## config.mk

```make
export PLATFORM = sky130hd
export DESIGN_NAME = stf_timer_core
export DESIGN_NICKNAME = d
export VERILOG_FILES = /design/src/stf_pkg.sv /design/src/stf_pin_sync.sv /design/src/stf_timer_core.sv
export SDC_FILE = /design/constraint.sdc
export NUM_CORES = 1
export LEC_CHECK = 0
export ABC_CLOCK_PERIOD_IN_PS = 5300
export BUFFER_PORTS_ARGS = -buffer_cell sky130_fd_sc_hd__buf_2
export CAP_MARGIN = 10
export CORE_MARGIN = 1.5
export CORE_UTILIZATION = 51
export CTS_BUF_LIST = sky130_fd_sc_hd__clkbuf_16
export DETAILED_ROUTE_END_ITERATION = 6
export MAX_ROUTING_LAYER = met4
export PLACE_DENSITY = 0.69
export SLEW_MARGIN = 30
export SYNTH_ARGS = -nofsm -noshare
export SYNTH_HDL_FRONTEND = slang
export SYNTH_SLANG_ARGS = --single-unit
```

## constraint.sdc

```tcl
create_clock -name clk_i -period 5.3 [get_ports clk_i]
set_input_delay 0.265 -clock clk_i [delete_from_list [all_inputs] [get_ports clk_i]]
set_output_delay 0.265 -clock clk_i [all_outputs]
set_load 0.02 [all_outputs]
```

## src/stf_pkg.sv

```systemverilog
package stf_pkg;

  // Special-function register addresses
  localparam logic [7:0] STF_ADDR_RUN_FLAGS = 8'h88;
  localparam logic [7:0] STF_ADDR_MODE      = 8'h89;
  localparam logic [7:0] STF_ADDR_T0_LOW    = 8'h8a;
  localparam logic [7:0] STF_ADDR_T1_LOW    = 8'h8b;
  localparam logic [7:0] STF_ADDR_T0_HIGH   = 8'h8c;
  localparam logic [7:0] STF_ADDR_T1_HIGH   = 8'h8d;

  // Field positions inside timer_run_and_irq_flags
  localparam int STF_POS_T1_OVF  = 7;
  localparam int STF_POS_T1_RUN  = 6;
  localparam int STF_POS_T0_OVF  = 5;
  localparam int STF_POS_T0_RUN  = 4;
  localparam int STF_POS_XB_FLAG = 3;
  localparam int STF_POS_XB_TRIG = 2;
  localparam int STF_POS_XA_FLAG = 1;
  localparam int STF_POS_XA_TRIG = 0;

  // Reset values
  localparam logic [7:0] STF_RST_RUN_FLAGS = 8'h00;
  localparam logic [7:0] STF_RST_MODE      = 8'h00;
  localparam logic [7:0] STF_RST_COUNT     = 8'h00;
  localparam logic [7:0] STF_RDATA_UNMAPPED = 8'h00;

  // Pin synchroniser lanes
  localparam int STF_PIN_W       = 4;
  localparam int STF_PIN_EXT_A   = 0;
  localparam int STF_PIN_EXT_B   = 1;
  localparam int STF_PIN_EVENT_0 = 2;
  localparam int STF_PIN_EVENT_1 = 3;
  localparam logic [STF_PIN_W-1:0] STF_RST_PINS = 4'hf;

  // Interrupt acknowledge lanes
  localparam int STF_ACK_XA = 0;
  localparam int STF_ACK_T0 = 1;
  localparam int STF_ACK_XB = 2;
  localparam int STF_ACK_T1 = 3;

  // Counting limits
  localparam logic [4:0] STF_LOW5_MAX = 5'h1f;
  localparam logic [7:0] STF_BYTE_MAX = 8'hff;

  typedef enum logic [1:0] {
    STF_MODE_13BIT,
    STF_MODE_16BIT,
    STF_MODE_RELOAD8,
    STF_MODE_SPLIT
  } stf_mode_t;

  typedef struct packed {
    logic       t1_gate;
    logic       count_sel1;
    logic [1:0] mode1;
    logic       t0_gate;
    logic       count_sel0;
    logic [1:0] mode0;
  } stf_mod_t;

  typedef struct packed {
    logic t1_ovf;
    logic t1_run;
    logic t0_ovf;
    logic t0_run;
    logic xb_flag;
    logic xb_trig;
    logic xa_flag;
    logic xa_trig;
  } stf_flg_t;

  typedef struct packed {
    logic [7:0] low;
    logic [7:0] high;
    logic       ovf;
  } stf_cnt_t;

endpackage : stf_pkg

```

## src/stf_pin_sync.sv

```systemverilog
module stf_pin_sync (
  // Clock and reset
  input  wire logic                          clk_i,
  input  wire logic                          rst_i,
  // Raw pins
  input  wire logic [stf_pkg::STF_PIN_W-1:0] pin_i,
  // Filtered levels and falling-edge pulses
  output logic      [stf_pkg::STF_PIN_W-1:0] level_o,
  output logic      [stf_pkg::STF_PIN_W-1:0] fall_o
);

  logic [stf_pkg::STF_PIN_W-1:0] s1_reg;
  logic [stf_pkg::STF_PIN_W-1:0] s2_reg;
  logic [stf_pkg::STF_PIN_W-1:0] s3_reg;
  logic [stf_pkg::STF_PIN_W-1:0] level_reg;
  logic [stf_pkg::STF_PIN_W-1:0] level_next;
  logic [stf_pkg::STF_PIN_W-1:0] fall_reg;
  logic [stf_pkg::STF_PIN_W-1:0] fall_next;

  // A change is taken only once stages two and three agree, so one noisy sample is ignored
  always_comb begin
    level_next = level_reg;
    fall_next  = '0;
    for (int i = 0; i < stf_pkg::STF_PIN_W; i++) begin
      if (s2_reg[i] == s3_reg[i]) begin
        level_next[i] = s3_reg[i];
        fall_next[i]  = level_reg[i] & ~s3_reg[i];
      end
    end
  end

  always_ff @(posedge clk_i or posedge rst_i) begin
    if (rst_i) begin
      s1_reg    <= stf_pkg::STF_RST_PINS;
      s2_reg    <= stf_pkg::STF_RST_PINS;
      s3_reg    <= stf_pkg::STF_RST_PINS;
      level_reg <= stf_pkg::STF_RST_PINS;
      fall_reg  <= '0;
    end else begin
      s1_reg    <= pin_i;
      s2_reg    <= s1_reg;
      s3_reg    <= s2_reg;
      level_reg <= level_next;
      fall_reg  <= fall_next;
    end
  end

  assign level_o = level_reg;
  assign fall_o  = fall_reg;

endmodule : stf_pin_sync

```

## src/stf_timer_core.sv

```systemverilog
// Behaviour
// RULE1 - Split mode makes two separate 8-bit counters
// RULE2 - Low byte uses first timer's controls
// RULE3 - Low byte counts clock or event falls
// RULE4 - High byte is timer only, no events
// RULE5 - High byte runs only with second run
// RULE6 - High byte overflow sets second overflow flag
// RULE7 - Second timer counts internally, no flag
// RULE8 - Second timer overflow pulses stay available
// RULE9 - Second timer mode 3 stops it
// RULE10 - External flags set by chosen trigger type
// RULE11 - Edge flags clear by software or vector
// RULE12 - Level flag follows active input
// RULE13 - Trigger select: zero level, one edge
// RULE14 - Polarity bits set active input level
// RULE15 - Gate enable needs active external input
// RULE16 - Sysclk select picks clock or prescaled tick
// RULE17 - Overflow flags set, cleared by software or vector
// RULE18 - Run bits enable without clearing count
module stf_timer_core (
  // Clock and reset
  input  wire logic       clk_i,
  input  wire logic       rst_i,
  // Special-function register port
  input  wire logic [7:0] sfr_addr_i,
  input  wire logic       sfr_wr_i,
  input  wire logic       sfr_rd_i,
  input  wire logic [7:0] sfr_wdata_i,
  output logic      [7:0] sfr_rdata_o,
  // Clock-scale and pin configuration bits
  input  wire logic       prescale_tick_i,
  input  wire logic       first_timer_sysclk_select_i,
  input  wire logic       second_timer_sysclk_select_i,
  input  wire logic       ext_irq_a_polarity_i,
  input  wire logic       ext_irq_b_polarity_i,
  // Pins
  input  wire logic       ext_irq_a_input_i,
  input  wire logic       ext_irq_b_input_i,
  input  wire logic       first_timer_event_i,
  input  wire logic       second_timer_event_i,
  // Interrupt controller
  input  wire logic [3:0] irq_vector_ack_i,
  output logic            ext_irq_a_flag_o,
  output logic            first_timer_overflow_flag_o,
  output logic            ext_irq_b_flag_o,
  output logic            second_timer_overflow_flag_o,
  // Baud and conversion trigger
  output logic            second_timer_overflow_pulse_o
);

  stf_pkg::stf_flg_t  flg_reg;
  stf_pkg::stf_flg_t  flg_next;
  stf_pkg::stf_mod_t  mod_reg;
  stf_pkg::stf_mod_t  mod_next;
  logic [7:0]         t0_low_reg;
  logic [7:0]         t0_low_next;
  logic [7:0]         t0_high_reg;
  logic [7:0]         t0_high_next;
  logic [7:0]         t1_low_reg;
  logic [7:0]         t1_low_next;
  logic [7:0]         t1_high_reg;
  logic [7:0]         t1_high_next;
  logic [7:0]         rdata_reg;
  logic [7:0]         rdata_next;
  logic               t1_pulse_reg;
  logic               t1_pulse_next;
  logic               act_a_reg;
  logic               act_a_next;
  logic               act_b_reg;
  logic               act_b_next;

  logic [stf_pkg::STF_PIN_W-1:0] pin_raw;
  logic [stf_pkg::STF_PIN_W-1:0] pin_level;
  logic [stf_pkg::STF_PIN_W-1:0] pin_fall;

  stf_pkg::stf_mode_t mode0;
  stf_pkg::stf_mode_t mode1;
  logic               split;
  logic               act_a;
  logic               act_b;
  logic               base0;
  logic               base1;
  logic               tick0;
  logic               tick_high;
  logic               tick1;
  logic               wr_flg;
  logic               edge_a;
  logic               edge_b;
  logic               set_tf0;
  logic               set_tf1;
  stf_pkg::stf_cnt_t  step0;
  stf_pkg::stf_cnt_t  step1;

  // One counting step for any of the three shared modes; split is handled outside
  function automatic stf_pkg::stf_cnt_t count_step(input stf_pkg::stf_mode_t mode,
                                                   input logic [7:0]         low,
                                                   input logic [7:0]         high,
                                                   input logic               tick);
    stf_pkg::stf_cnt_t r;
    logic [15:0]       wide;
    r.low  = low;
    r.high = high;
    r.ovf  = 1'b0;
    wide   = {high, low} + 16'h0001;
    if (tick) begin
      case (mode)
        stf_pkg::STF_MODE_13BIT: begin
          // Upper three low-byte bits are left untouched and read as junk
          r.low[4:0] = low[4:0] + 5'h01;
          if (low[4:0] == stf_pkg::STF_LOW5_MAX) begin
            r.high = high + 8'h01;
            r.ovf  = (high == stf_pkg::STF_BYTE_MAX);
          end
        end
        stf_pkg::STF_MODE_16BIT: begin
          r.low  = wide[7:0];
          r.high = wide[15:8];
          r.ovf  = ({high, low} == {stf_pkg::STF_BYTE_MAX, stf_pkg::STF_BYTE_MAX});
        end
        stf_pkg::STF_MODE_RELOAD8: begin
          r.low = (low == stf_pkg::STF_BYTE_MAX) ? high : low + 8'h01;
          r.ovf = (low == stf_pkg::STF_BYTE_MAX);
        end
        default: begin
          r.ovf = 1'b0;
        end
      endcase
    end
    return r;
  endfunction : count_step

  assign pin_raw[stf_pkg::STF_PIN_EXT_A]   = ext_irq_a_input_i;
  assign pin_raw[stf_pkg::STF_PIN_EXT_B]   = ext_irq_b_input_i;
  assign pin_raw[stf_pkg::STF_PIN_EVENT_0] = first_timer_event_i;
  assign pin_raw[stf_pkg::STF_PIN_EVENT_1] = second_timer_event_i;

  stf_pin_sync u_pin_sync (
    .clk_i   (clk_i),
    .rst_i   (rst_i),
    .pin_i   (pin_raw),
    .level_o (pin_level),
    .fall_o  (pin_fall)
  );

  // Timebase and enable terms
  always_comb begin
    mode0 = stf_pkg::stf_mode_t'(mod_reg.mode0);
    mode1 = stf_pkg::stf_mode_t'(mod_reg.mode1);
    split = (mode0 == stf_pkg::STF_MODE_SPLIT);                               // see RULE1
    // Polarity one means active high
    act_a = ext_irq_a_polarity_i ? pin_level[stf_pkg::STF_PIN_EXT_A]
                                 : ~pin_level[stf_pkg::STF_PIN_EXT_A];      // see RULE14
    act_b = ext_irq_b_polarity_i ? pin_level[stf_pkg::STF_PIN_EXT_B]
                                 : ~pin_level[stf_pkg::STF_PIN_EXT_B];      // see RULE14
    base0 = first_timer_sysclk_select_i | prescale_tick_i;                  // see RULE16
    base1 = second_timer_sysclk_select_i | prescale_tick_i;                 // see RULE16
    // Low byte in split mode shares these first-timer controls
    tick0 = flg_reg.t0_run & (~mod_reg.t0_gate | act_a)
          & (mod_reg.count_sel0 ? pin_fall[stf_pkg::STF_PIN_EVENT_0]
                                 : base0);                                  // see RULE2, RULE3, RULE15, RULE18
    tick_high = split & flg_reg.t1_run & base0;                             // see RULE4, RULE5
    if (split) begin
      // Second timer runs on its mode alone and never on its pin
      tick1 = (mode1 != stf_pkg::STF_MODE_SPLIT) & base1;                   // see RULE7, RULE9
    end else begin
      tick1 = flg_reg.t1_run & (~mod_reg.t1_gate | act_b)
            & (mod_reg.count_sel1 ? pin_fall[stf_pkg::STF_PIN_EVENT_1]
                                   : base1);                                // see RULE15, RULE18
    end
  end

  // Counter arithmetic
  always_comb begin
    step0 = count_step(mode0, t0_low_reg, t0_high_reg, tick0);
    step1 = count_step(mode1, t1_low_reg, t1_high_reg, tick1);
    if (split) begin
      step0.low  = t0_low_reg + {7'h00, tick0};                             // see RULE1
      step0.ovf  = tick0 & (t0_low_reg == stf_pkg::STF_BYTE_MAX);           // see RULE2
      step0.high = t0_high_reg + {7'h00, tick_high};                        // see RULE1, RULE4
    end
    set_tf0 = step0.ovf;                                                    // see RULE17
    set_tf1 = split ? (tick_high & (t0_high_reg == stf_pkg::STF_BYTE_MAX))
                    : step1.ovf;                                            // see RULE6, RULE7
  end

  // Register file next state
  always_comb begin
    flg_next      = flg_reg;
    mod_next      = mod_reg;
    t0_low_next   = step0.low;
    t0_high_next  = step0.high;
    t1_low_next   = step1.low;
    t1_high_next  = step1.high;
    rdata_next    = rdata_reg;
    t1_pulse_next = step1.ovf;                                              // see RULE8
    act_a_next    = act_a;
    act_b_next    = act_b;
    wr_flg        = sfr_wr_i & (sfr_addr_i == stf_pkg::STF_ADDR_RUN_FLAGS);
    edge_a        = act_a & ~act_a_reg;
    edge_b        = act_b & ~act_b_reg;

    // Software byte writes win over a count in the same cycle
    if (sfr_wr_i) begin
      case (sfr_addr_i)
        stf_pkg::STF_ADDR_MODE:    mod_next     = stf_pkg::stf_mod_t'(sfr_wdata_i);
        stf_pkg::STF_ADDR_T0_LOW:  t0_low_next  = sfr_wdata_i;
        stf_pkg::STF_ADDR_T0_HIGH: t0_high_next = sfr_wdata_i;
        stf_pkg::STF_ADDR_T1_LOW:  t1_low_next  = sfr_wdata_i;
        stf_pkg::STF_ADDR_T1_HIGH: t1_high_next = sfr_wdata_i;
        default:                   mod_next     = mod_reg;
      endcase
    end

    // Control bits only change by write; the count is never cleared by them
    if (wr_flg) begin
      flg_next.t1_run  = sfr_wdata_i[stf_pkg::STF_POS_T1_RUN];             // see RULE18
      flg_next.t0_run  = sfr_wdata_i[stf_pkg::STF_POS_T0_RUN];             // see RULE18
      flg_next.xb_trig = sfr_wdata_i[stf_pkg::STF_POS_XB_TRIG];            // see RULE13
      flg_next.xa_trig = sfr_wdata_i[stf_pkg::STF_POS_XA_TRIG];            // see RULE13
    end

    // Overflow flags: a set in the clearing cycle wins
    flg_next.t0_ovf = set_tf0 | (wr_flg ? sfr_wdata_i[stf_pkg::STF_POS_T0_OVF]
                      : flg_reg.t0_ovf & ~irq_vector_ack_i[stf_pkg::STF_ACK_T0]); // see RULE17
    flg_next.t1_ovf = set_tf1 | (wr_flg ? sfr_wdata_i[stf_pkg::STF_POS_T1_OVF]
                      : flg_reg.t1_ovf & ~irq_vector_ack_i[stf_pkg::STF_ACK_T1]); // see RULE6, RULE17

    // Trigger type of the new value applies from the cycle after the write
    if (flg_reg.xa_trig) begin
      flg_next.xa_flag = edge_a | (wr_flg ? sfr_wdata_i[stf_pkg::STF_POS_XA_FLAG]
                         : flg_reg.xa_flag & ~irq_vector_ack_i[stf_pkg::STF_ACK_XA]); // see RULE10, RULE11
    end else begin
      flg_next.xa_flag = act_a;                                             // see RULE12, RULE13
    end
    if (flg_reg.xb_trig) begin
      flg_next.xb_flag = edge_b | (wr_flg ? sfr_wdata_i[stf_pkg::STF_POS_XB_FLAG]
                         : flg_reg.xb_flag & ~irq_vector_ack_i[stf_pkg::STF_ACK_XB]); // see RULE10, RULE11
    end else begin
      flg_next.xb_flag = act_b;                                             // see RULE12, RULE13
    end

    if (sfr_rd_i) begin
      case (sfr_addr_i)
        stf_pkg::STF_ADDR_RUN_FLAGS: rdata_next = flg_reg;
        stf_pkg::STF_ADDR_MODE:      rdata_next = mod_reg;
        stf_pkg::STF_ADDR_T0_LOW:    rdata_next = t0_low_reg;
        stf_pkg::STF_ADDR_T0_HIGH:   rdata_next = t0_high_reg;
        stf_pkg::STF_ADDR_T1_LOW:    rdata_next = t1_low_reg;
        stf_pkg::STF_ADDR_T1_HIGH:   rdata_next = t1_high_reg;
        default:                     rdata_next = stf_pkg::STF_RDATA_UNMAPPED;
      endcase
    end
  end

  always_ff @(posedge clk_i or posedge rst_i) begin
    if (rst_i) begin
      flg_reg      <= stf_pkg::stf_flg_t'(stf_pkg::STF_RST_RUN_FLAGS);
      mod_reg      <= stf_pkg::stf_mod_t'(stf_pkg::STF_RST_MODE);
      t0_low_reg   <= stf_pkg::STF_RST_COUNT;
      t0_high_reg  <= stf_pkg::STF_RST_COUNT;
      t1_low_reg   <= stf_pkg::STF_RST_COUNT;
      t1_high_reg  <= stf_pkg::STF_RST_COUNT;
      rdata_reg    <= stf_pkg::STF_RDATA_UNMAPPED;
      t1_pulse_reg <= 1'b0;
      act_a_reg    <= 1'b0;
      act_b_reg    <= 1'b0;
    end else begin
      flg_reg      <= flg_next;
      mod_reg      <= mod_next;
      t0_low_reg   <= t0_low_next;
      t0_high_reg  <= t0_high_next;
      t1_low_reg   <= t1_low_next;
      t1_high_reg  <= t1_high_next;
      rdata_reg    <= rdata_next;
      t1_pulse_reg <= t1_pulse_next;
      act_a_reg    <= act_a_next;
      act_b_reg    <= act_b_next;
    end
  end

  assign sfr_rdata_o                   = rdata_reg;
  assign ext_irq_a_flag_o              = flg_reg.xa_flag;
  assign first_timer_overflow_flag_o   = flg_reg.t0_ovf;
  assign ext_irq_b_flag_o              = flg_reg.xb_flag;
  assign second_timer_overflow_flag_o  = flg_reg.t1_ovf;
  assign second_timer_overflow_pulse_o = t1_pulse_reg;

endmodule : stf_timer_core

```

; Word level (Yosys, flattened, before mapping)
; Cells that the tools add are included.
[word_totals]
out_inout_bits = 13
reg_bits = 79
inputBits = 33
word_cells = 149
[classes]
n_mux = 40
reduce_logical = 3
add_sub_neg = 10
eq_ne = 24
bitwise = 42
[op_table]
columns = cell, count
row1 = $eq A8 B8 Y1 const B, 10
row2 = $mux W8, 10
row3 = $mux W17, 3
row4 = $pmux W8 S6, 1
row5 = $add A16 B1 Y16 const B, 2
row6 = $add A8 B1 Y8 const B, 4
row7 = $eq A16 B16 Y1 const B, 2
row8 = $pmux W8 S2, 2
row9 = $pmux W5 S3, 2
row10 = $and A1 B1 Y1, 20
row11 = $mux W9, 2
row12 = $add A8 B1 Y8, 2
row13 = $mux W1, 16
row14 = $not A1 Y1, 14
row15 = $pmux W3 S2, 2
row16 = $add A5 B1 Y5 const B, 2
row17 = $eq A5 B5 Y1 const B, 2
row18 = $or A1 B1 Y1, 8
row19 = $eq A2 B2 Y1 const B, 3
row20 = $pmux W1 S3, 2
row21 = $eq A1 B1 Y1, 4
row22 = $eq A2 B1 Y1 const B, 2
row23 = $logic_not A2 Y1, 2
row24 = $ne A2 B2 Y1 const B, 1
row25 = $reduce_and A2 Y1, 1

; Logic depth before layout (Yosys ltp)
[logic_depth]
ltp_word = 9
ltp_mapped = 11
depth_no_buf = 10

; By module
; Synthesis repeated with hierarchy kept, for this count alone.
[hier_totals]
cells_unflattened = 586
hier_area_um2 = 5228.8
[modules_own_cells]
columns = module, cells_each, seq_area_each_um2, n_inst, area_each_um2
row1 = stf_timer_core, 557, 1476.4, 1, 4629.4
row2 = stf_pin_sync, 29, 520.5, 1, 599.3

; Least setup slack after synthesis
; No wires, ideal clock.
[synth_path]
path_type = register to register
from = reg mod_reg[2] in the netlist's numbering
to = reg t0_low_reg[6]
slack_ps = 3124
stages_incl_launch_ff = 12
required_ps = 5224
path_buffers = 1
t_arrival_ps = 2099
synth_period_minus_slack_ps = 2176
setup_ps = 76
cell_sequence = dfrtp_1 or3_1 o2111a_1 buf_2 ha_1 ha_1 nand2_1 inv_1 and3_1 a21oi_1 o31ai_1 o21ai_1
[synth_via]
elab_chain_cells = 6
elab_cells_between_ends = 7
cone_classes = 1 x add/sub / 5 x mux / 1 x bitwise
[synth_rtl]
columns = element, line
row1 = "start, declared", stf_timer_core.sv:53  ; stf_pkg::stf_mod_t mod_reg;
row2 = "start signal, assigned", stf_timer_core.sv:258  ; mod_reg <= stf_pkg::stf_mod_t'(stf_pkg::STF_RST_MODE);
row3 = "start signal, assigned", stf_timer_core.sv:269  ; mod_reg <= mod_next;
row4 = $mux W1 *, stf_timer_core.sv:159  ; & (mod_reg.count_sel0 ? pin_fall[stf_pkg::STF_PIN_EVENT_0]
row5 = $and A1 B1 Y1 *, stf_timer_core.sv:159
row6 = $add A8 B1 Y8 or $mux W17 (tied branches), "stf_timer_core.sv:177, stf_timer_core.sv:105"
row7 = $mux W17 *, stf_timer_core.sv:176  ; if (split) begin
row8 = $mux W8, stf_timer_core.sv:204  ; case (sfr_addr_i)
row9 = $mux W8 *, stf_timer_core.sv:203  ; if (sfr_wr_i) begin
row10 = via t0_low_next[6], stf_timer_core.sv:56  ; logic [7:0] t0_low_next;
row11 = "end signal, assigned", stf_timer_core.sv:259  ; t0_low_reg <= stf_pkg::STF_RST_COUNT;
row12 = "end signal, assigned", stf_timer_core.sv:270  ; t0_low_reg <= t0_low_next;
row13 = "end, declared", stf_timer_core.sv:55  ; logic [7:0] t0_low_reg;
; The timed path passes the listed nets; every way through them passes the cells marked *.
; A chain may end at the register's enable or synchronous reset.

; Final worst setup path
[layout_path]
from = reg mod_reg (netlist bit mode0[0])
to = reg t1_high_reg[7]
[layout_via]
elab_chain_cells = 5
[layout_rtl]
columns = element, line
row1 = $eq A2 B2 Y1 *, stf_timer_core.sv:149  ; split = (mode0 == stf_pkg::STF_MODE_SPLIT);
row2 = $mux W1 *, stf_timer_core.sv:162  ; if (split) begin
row3 = $mux W17 *, stf_timer_core.sv:105  ; if (tick) begin
row4 = $mux W8, stf_timer_core.sv:204
row5 = $mux W8 *, stf_timer_core.sv:203
row6 = via t1_high_next[7], stf_timer_core.sv:62  ; logic [7:0] t1_high_next;
row7 = "end signal, assigned", stf_timer_core.sv:262  ; t1_high_reg <= stf_pkg::STF_RST_COUNT;
row8 = "end signal, assigned", stf_timer_core.sv:273  ; t1_high_reg <= t1_high_next;
row9 = "end, declared", stf_timer_core.sv:61  ; logic [7:0] t1_high_reg;
; Marks and branches as above.

==> flow_metrics.env <==
export IMPL_core_region_area_um2=9774
export IMPL_num_rows=36
export IMPL_synth_flop_cell="dfrtp_1"
export IMPL_antenna_cells=0
export IMPL_synth_area_um2=5135
export IMPL_power_leakage_nw=2.335
export IMPL_holdBufCountCts=0
export IMPL_tightest_slew_ns=0.9107
export IMPL_ys_warnings_count=0
export IMPL_vias_per_cell=6.568
export IMPL_dp_hpwl_um=11160
export IMPL_cts_tree="done"
export IMPL_fin_crit_ns=2.977
export IMPL_ys_types=75
export IMPL_grt_pass1_wl_um=24580
export IMPL_first_pass_iters=6
export IMPL_die_w_um=103.3
export IMPL_cp_data_required_time_ns=5.51
export IMPL_cts_buffers=9
export IMPL_max_freq_ghz=0.3359
export IMPL_cts_htree_levels=3
export IMPL_slew_headroom_pct=39.28
export IMPL_drive_gt1_share_pct=16.75
export IMPL_final_cell_mix="dfrtp_1 (61), nand2_1 (58), nor2_1 (52)"
export IMPL_rr_endpoint="t1_high_reg[7]"
export IMPL_clock_sinks=77
export IMPL_rsz0062_at_grt="no"
export IMPL_syn_inst=585
export IMPL_synth_area_per_cell_um2=8.778
export IMPL_worst_clock_skew_ns=0.006721
export IMPL_hold_ws_ns=-0.001348
export IMPL_r2r_slack_ns=2.32
export IMPL_cts_setup_buffers=0
export IMPL_grt_antenna_before_repair=0
export IMPL_dieArea_um2=10680
export IMPL_dp_slack_ns=2.494
export IMPL_path_buf_inv=0
export IMPL_area_delta_synth_final_pct=10.31
export IMPL_synth_edf_count=0
export IMPL_final_setup_tns_ns=0
export IMPL_vias=4834
export IMPL_violations="hold timing"
export IMPL_critical_path_cell_count=6
export IMPL_antenna_left=0
export IMPL_wl_per_cell_um=21.24
export IMPL_finish_net_count=650
export IMPL_cts_root_buffer="clkbuf_16"
export IMPL_port_buffer_count=45
export IMPL_multiInputGateArea_um2=2909
export IMPL_setup_ws_ns=2.323
export IMPL_setup_viol=0
export IMPL_drt_iter0_markers=587
export IMPL_hold_path_class="in2async"
export IMPL_synth_nets=637
export IMPL_fin_crit_sh_pct=56.16
export IMPL_slew_violations=0
export IMPL_final_common_cell="dfrtp_1"
export IMPL_cts_resized=0
export IMPL_cp_start_kind="flop"
export IMPL_wirelength_um=15630
export IMPL_start_util_pct=52.53
export IMPL_p_per_area_nw_per_um2=326.3
export IMPL_seqCellArea_um2=1947
export IMPL_max_stage_delay_ns=0.78
export IMPL_drc_errors=0
export IMPL_clk_latency_ns=0.34
export IMPL_grt_max_degree=49
export IMPL_r2r_start="mode0[0]"
export IMPL_r2r_cells=6
export IMPL_synth_seq_cells=77
export IMPL_die_h_um=103.3
export IMPL_critical_path_arrival_ns=3.18
export IMPL_hold_viol=1
export IMPL_cts_buffer_depth=2
export IMPL_critical_path_class="reg2reg"
export IMPL_vdd_drop_max_mv=0.2118
export IMPL_outcome="finished, violations left"
export IMPL_clk_pin_slew_worst_paths_ns=0.06
export IMPL_finalWeightedCongestion=0.9846
export IMPL_crit_chain="ha_1 > o21ai_0 > o22ai_1 > nand4_1 > o211ai_1 > o311ai_1"
export IMPL_postLayoutCoreUtil_pct=57.95
export IMPL_maxCapViolations=0
export IMPL_cp_slowest_cell="ha_1"
export IMPL_synthArstFlopShare_pct=100.0
export IMPL_io_pins=46
export IMPL_worstPathMaxFanout=24
export IMPL_fillers=877
export IMPL_grt_ovfl_total=0
export IMPL_track_usage_pct=32.13
export IMPL_end_kind="flop"
export IMPL_seq_area_frac_synth_pct=37.91
export IMPL_path_delay_family="compound AO/OA/AOI/OAI gates"
export IMPL_first_global_vias=4431
[stage by stage]
stage               instances  hold slack [ns]  total power [W]  area (um2)
detailed placement        720           0.3476         0.001178        5348
CTS                       736         0.009131         0.001839        5664
global route              736          0.01477         0.001924        5664
global placement          719           0.3496         0.001167        5320
finish                    736        -0.001348         0.001848        5664
floorplan                 585           0.2695         0.001031        5135
[how the worst max path moves through the flow]
stage / from / endpoint
detailed placement: mode0[0] / t1_high_reg[7]
CTS: mode0[0] / t1_high_reg[7]
global route: mode0[0] / t1_high_reg[7]
floorplan: rst_i / act_a_reg
finish: mode0[0] / t1_high_reg[7]
global placement: mode0[0] / t1_low_reg[6]
[worst reg2reg max path, cell delays in order (launching register included)]
cell	delay [ns]
dfrtp_1	0.42
ha_1	0.79
o21ai_0	0.41
o22ai_1	0.62
nand4_1	0.22
o211ai_1	0.26
o311ai_1	0.13
[report_power, final]
group | internal, W | total (W) | switching (W)
clock network | 0.000410 | 0.000656 | 0.000246
registers | 0.000665 | 0.000827 | 0.000163
logic | 0.000153 | 0.000365 | 0.000212
[area by class of cell]
class	count	area share, %
repair buffers	47	4.595
flip-flops and latches	77	34.37
inverters	17	1.149
clock buffers	9	3.976
clock inverters	7	1.613
multi-input cells	446	51.36
well taps	133	2.938
[synth_stat cells (all sizes together) (6+ instances only)]
| cell | instances | area share [%] |
|---|---|---|
| mux2 | 7 | 1.5 |
| a31oi | 15 | 1.8 |
| dfstp | 16 | 8.2 |
| o211ai | 13 | 1.9 |
| nor2 | 52 | 3.8 |
| clkbuf | 24 | 1.8 |
| o21ai | 36 | 3.6 |
| and3 | 18 | 2.2 |
| dfrtp | 61 | 30 |
| nand2b | 6 | 0.73 |
| inv | 17 | 1.2 |
| a21oi | 37 | 3.6 |
| nor3 | 11 | 1.1 |
| ha | 19 | 4.6 |
| xor2 | 6 | 1.0 |
| a22o | 7 | 1.2 |
| buf | 21 | 2.4 |
| nand2 | 59 | 4.4 |
| and2 | 7 | 0.85 |
| a22oi | 8 | 1.2 |
| nand3 | 32 | 3.5 |
| nand4 | 15 | 1.8 |
| mux4 | 6 | 2.6 |
[logic make-up after synthesis]
kind of cell / Yosys count / share of synthesized area [%]
and+or+nand+nor: 231 / 22.98
AOI/OAI and AO/OA: 165 / 21.61
DFF: 77 / 37.91
buffers and inverters: 62 / 5.434
adders and majority gates: 23 / 5.409
muxes: 17 / 4.947
xor gates and xnor gates: 10 / 1.706
[layer usage]
layer  up-vias  track usage (%)  wire (um)
met5         -                -          0
met3        45            7.997       1584
met1      2292            44.82       6831
li1       2196                -          -
met2       301            45.00       6714
met4         0            12.06        503
Power figures use the tool's default switching activity.
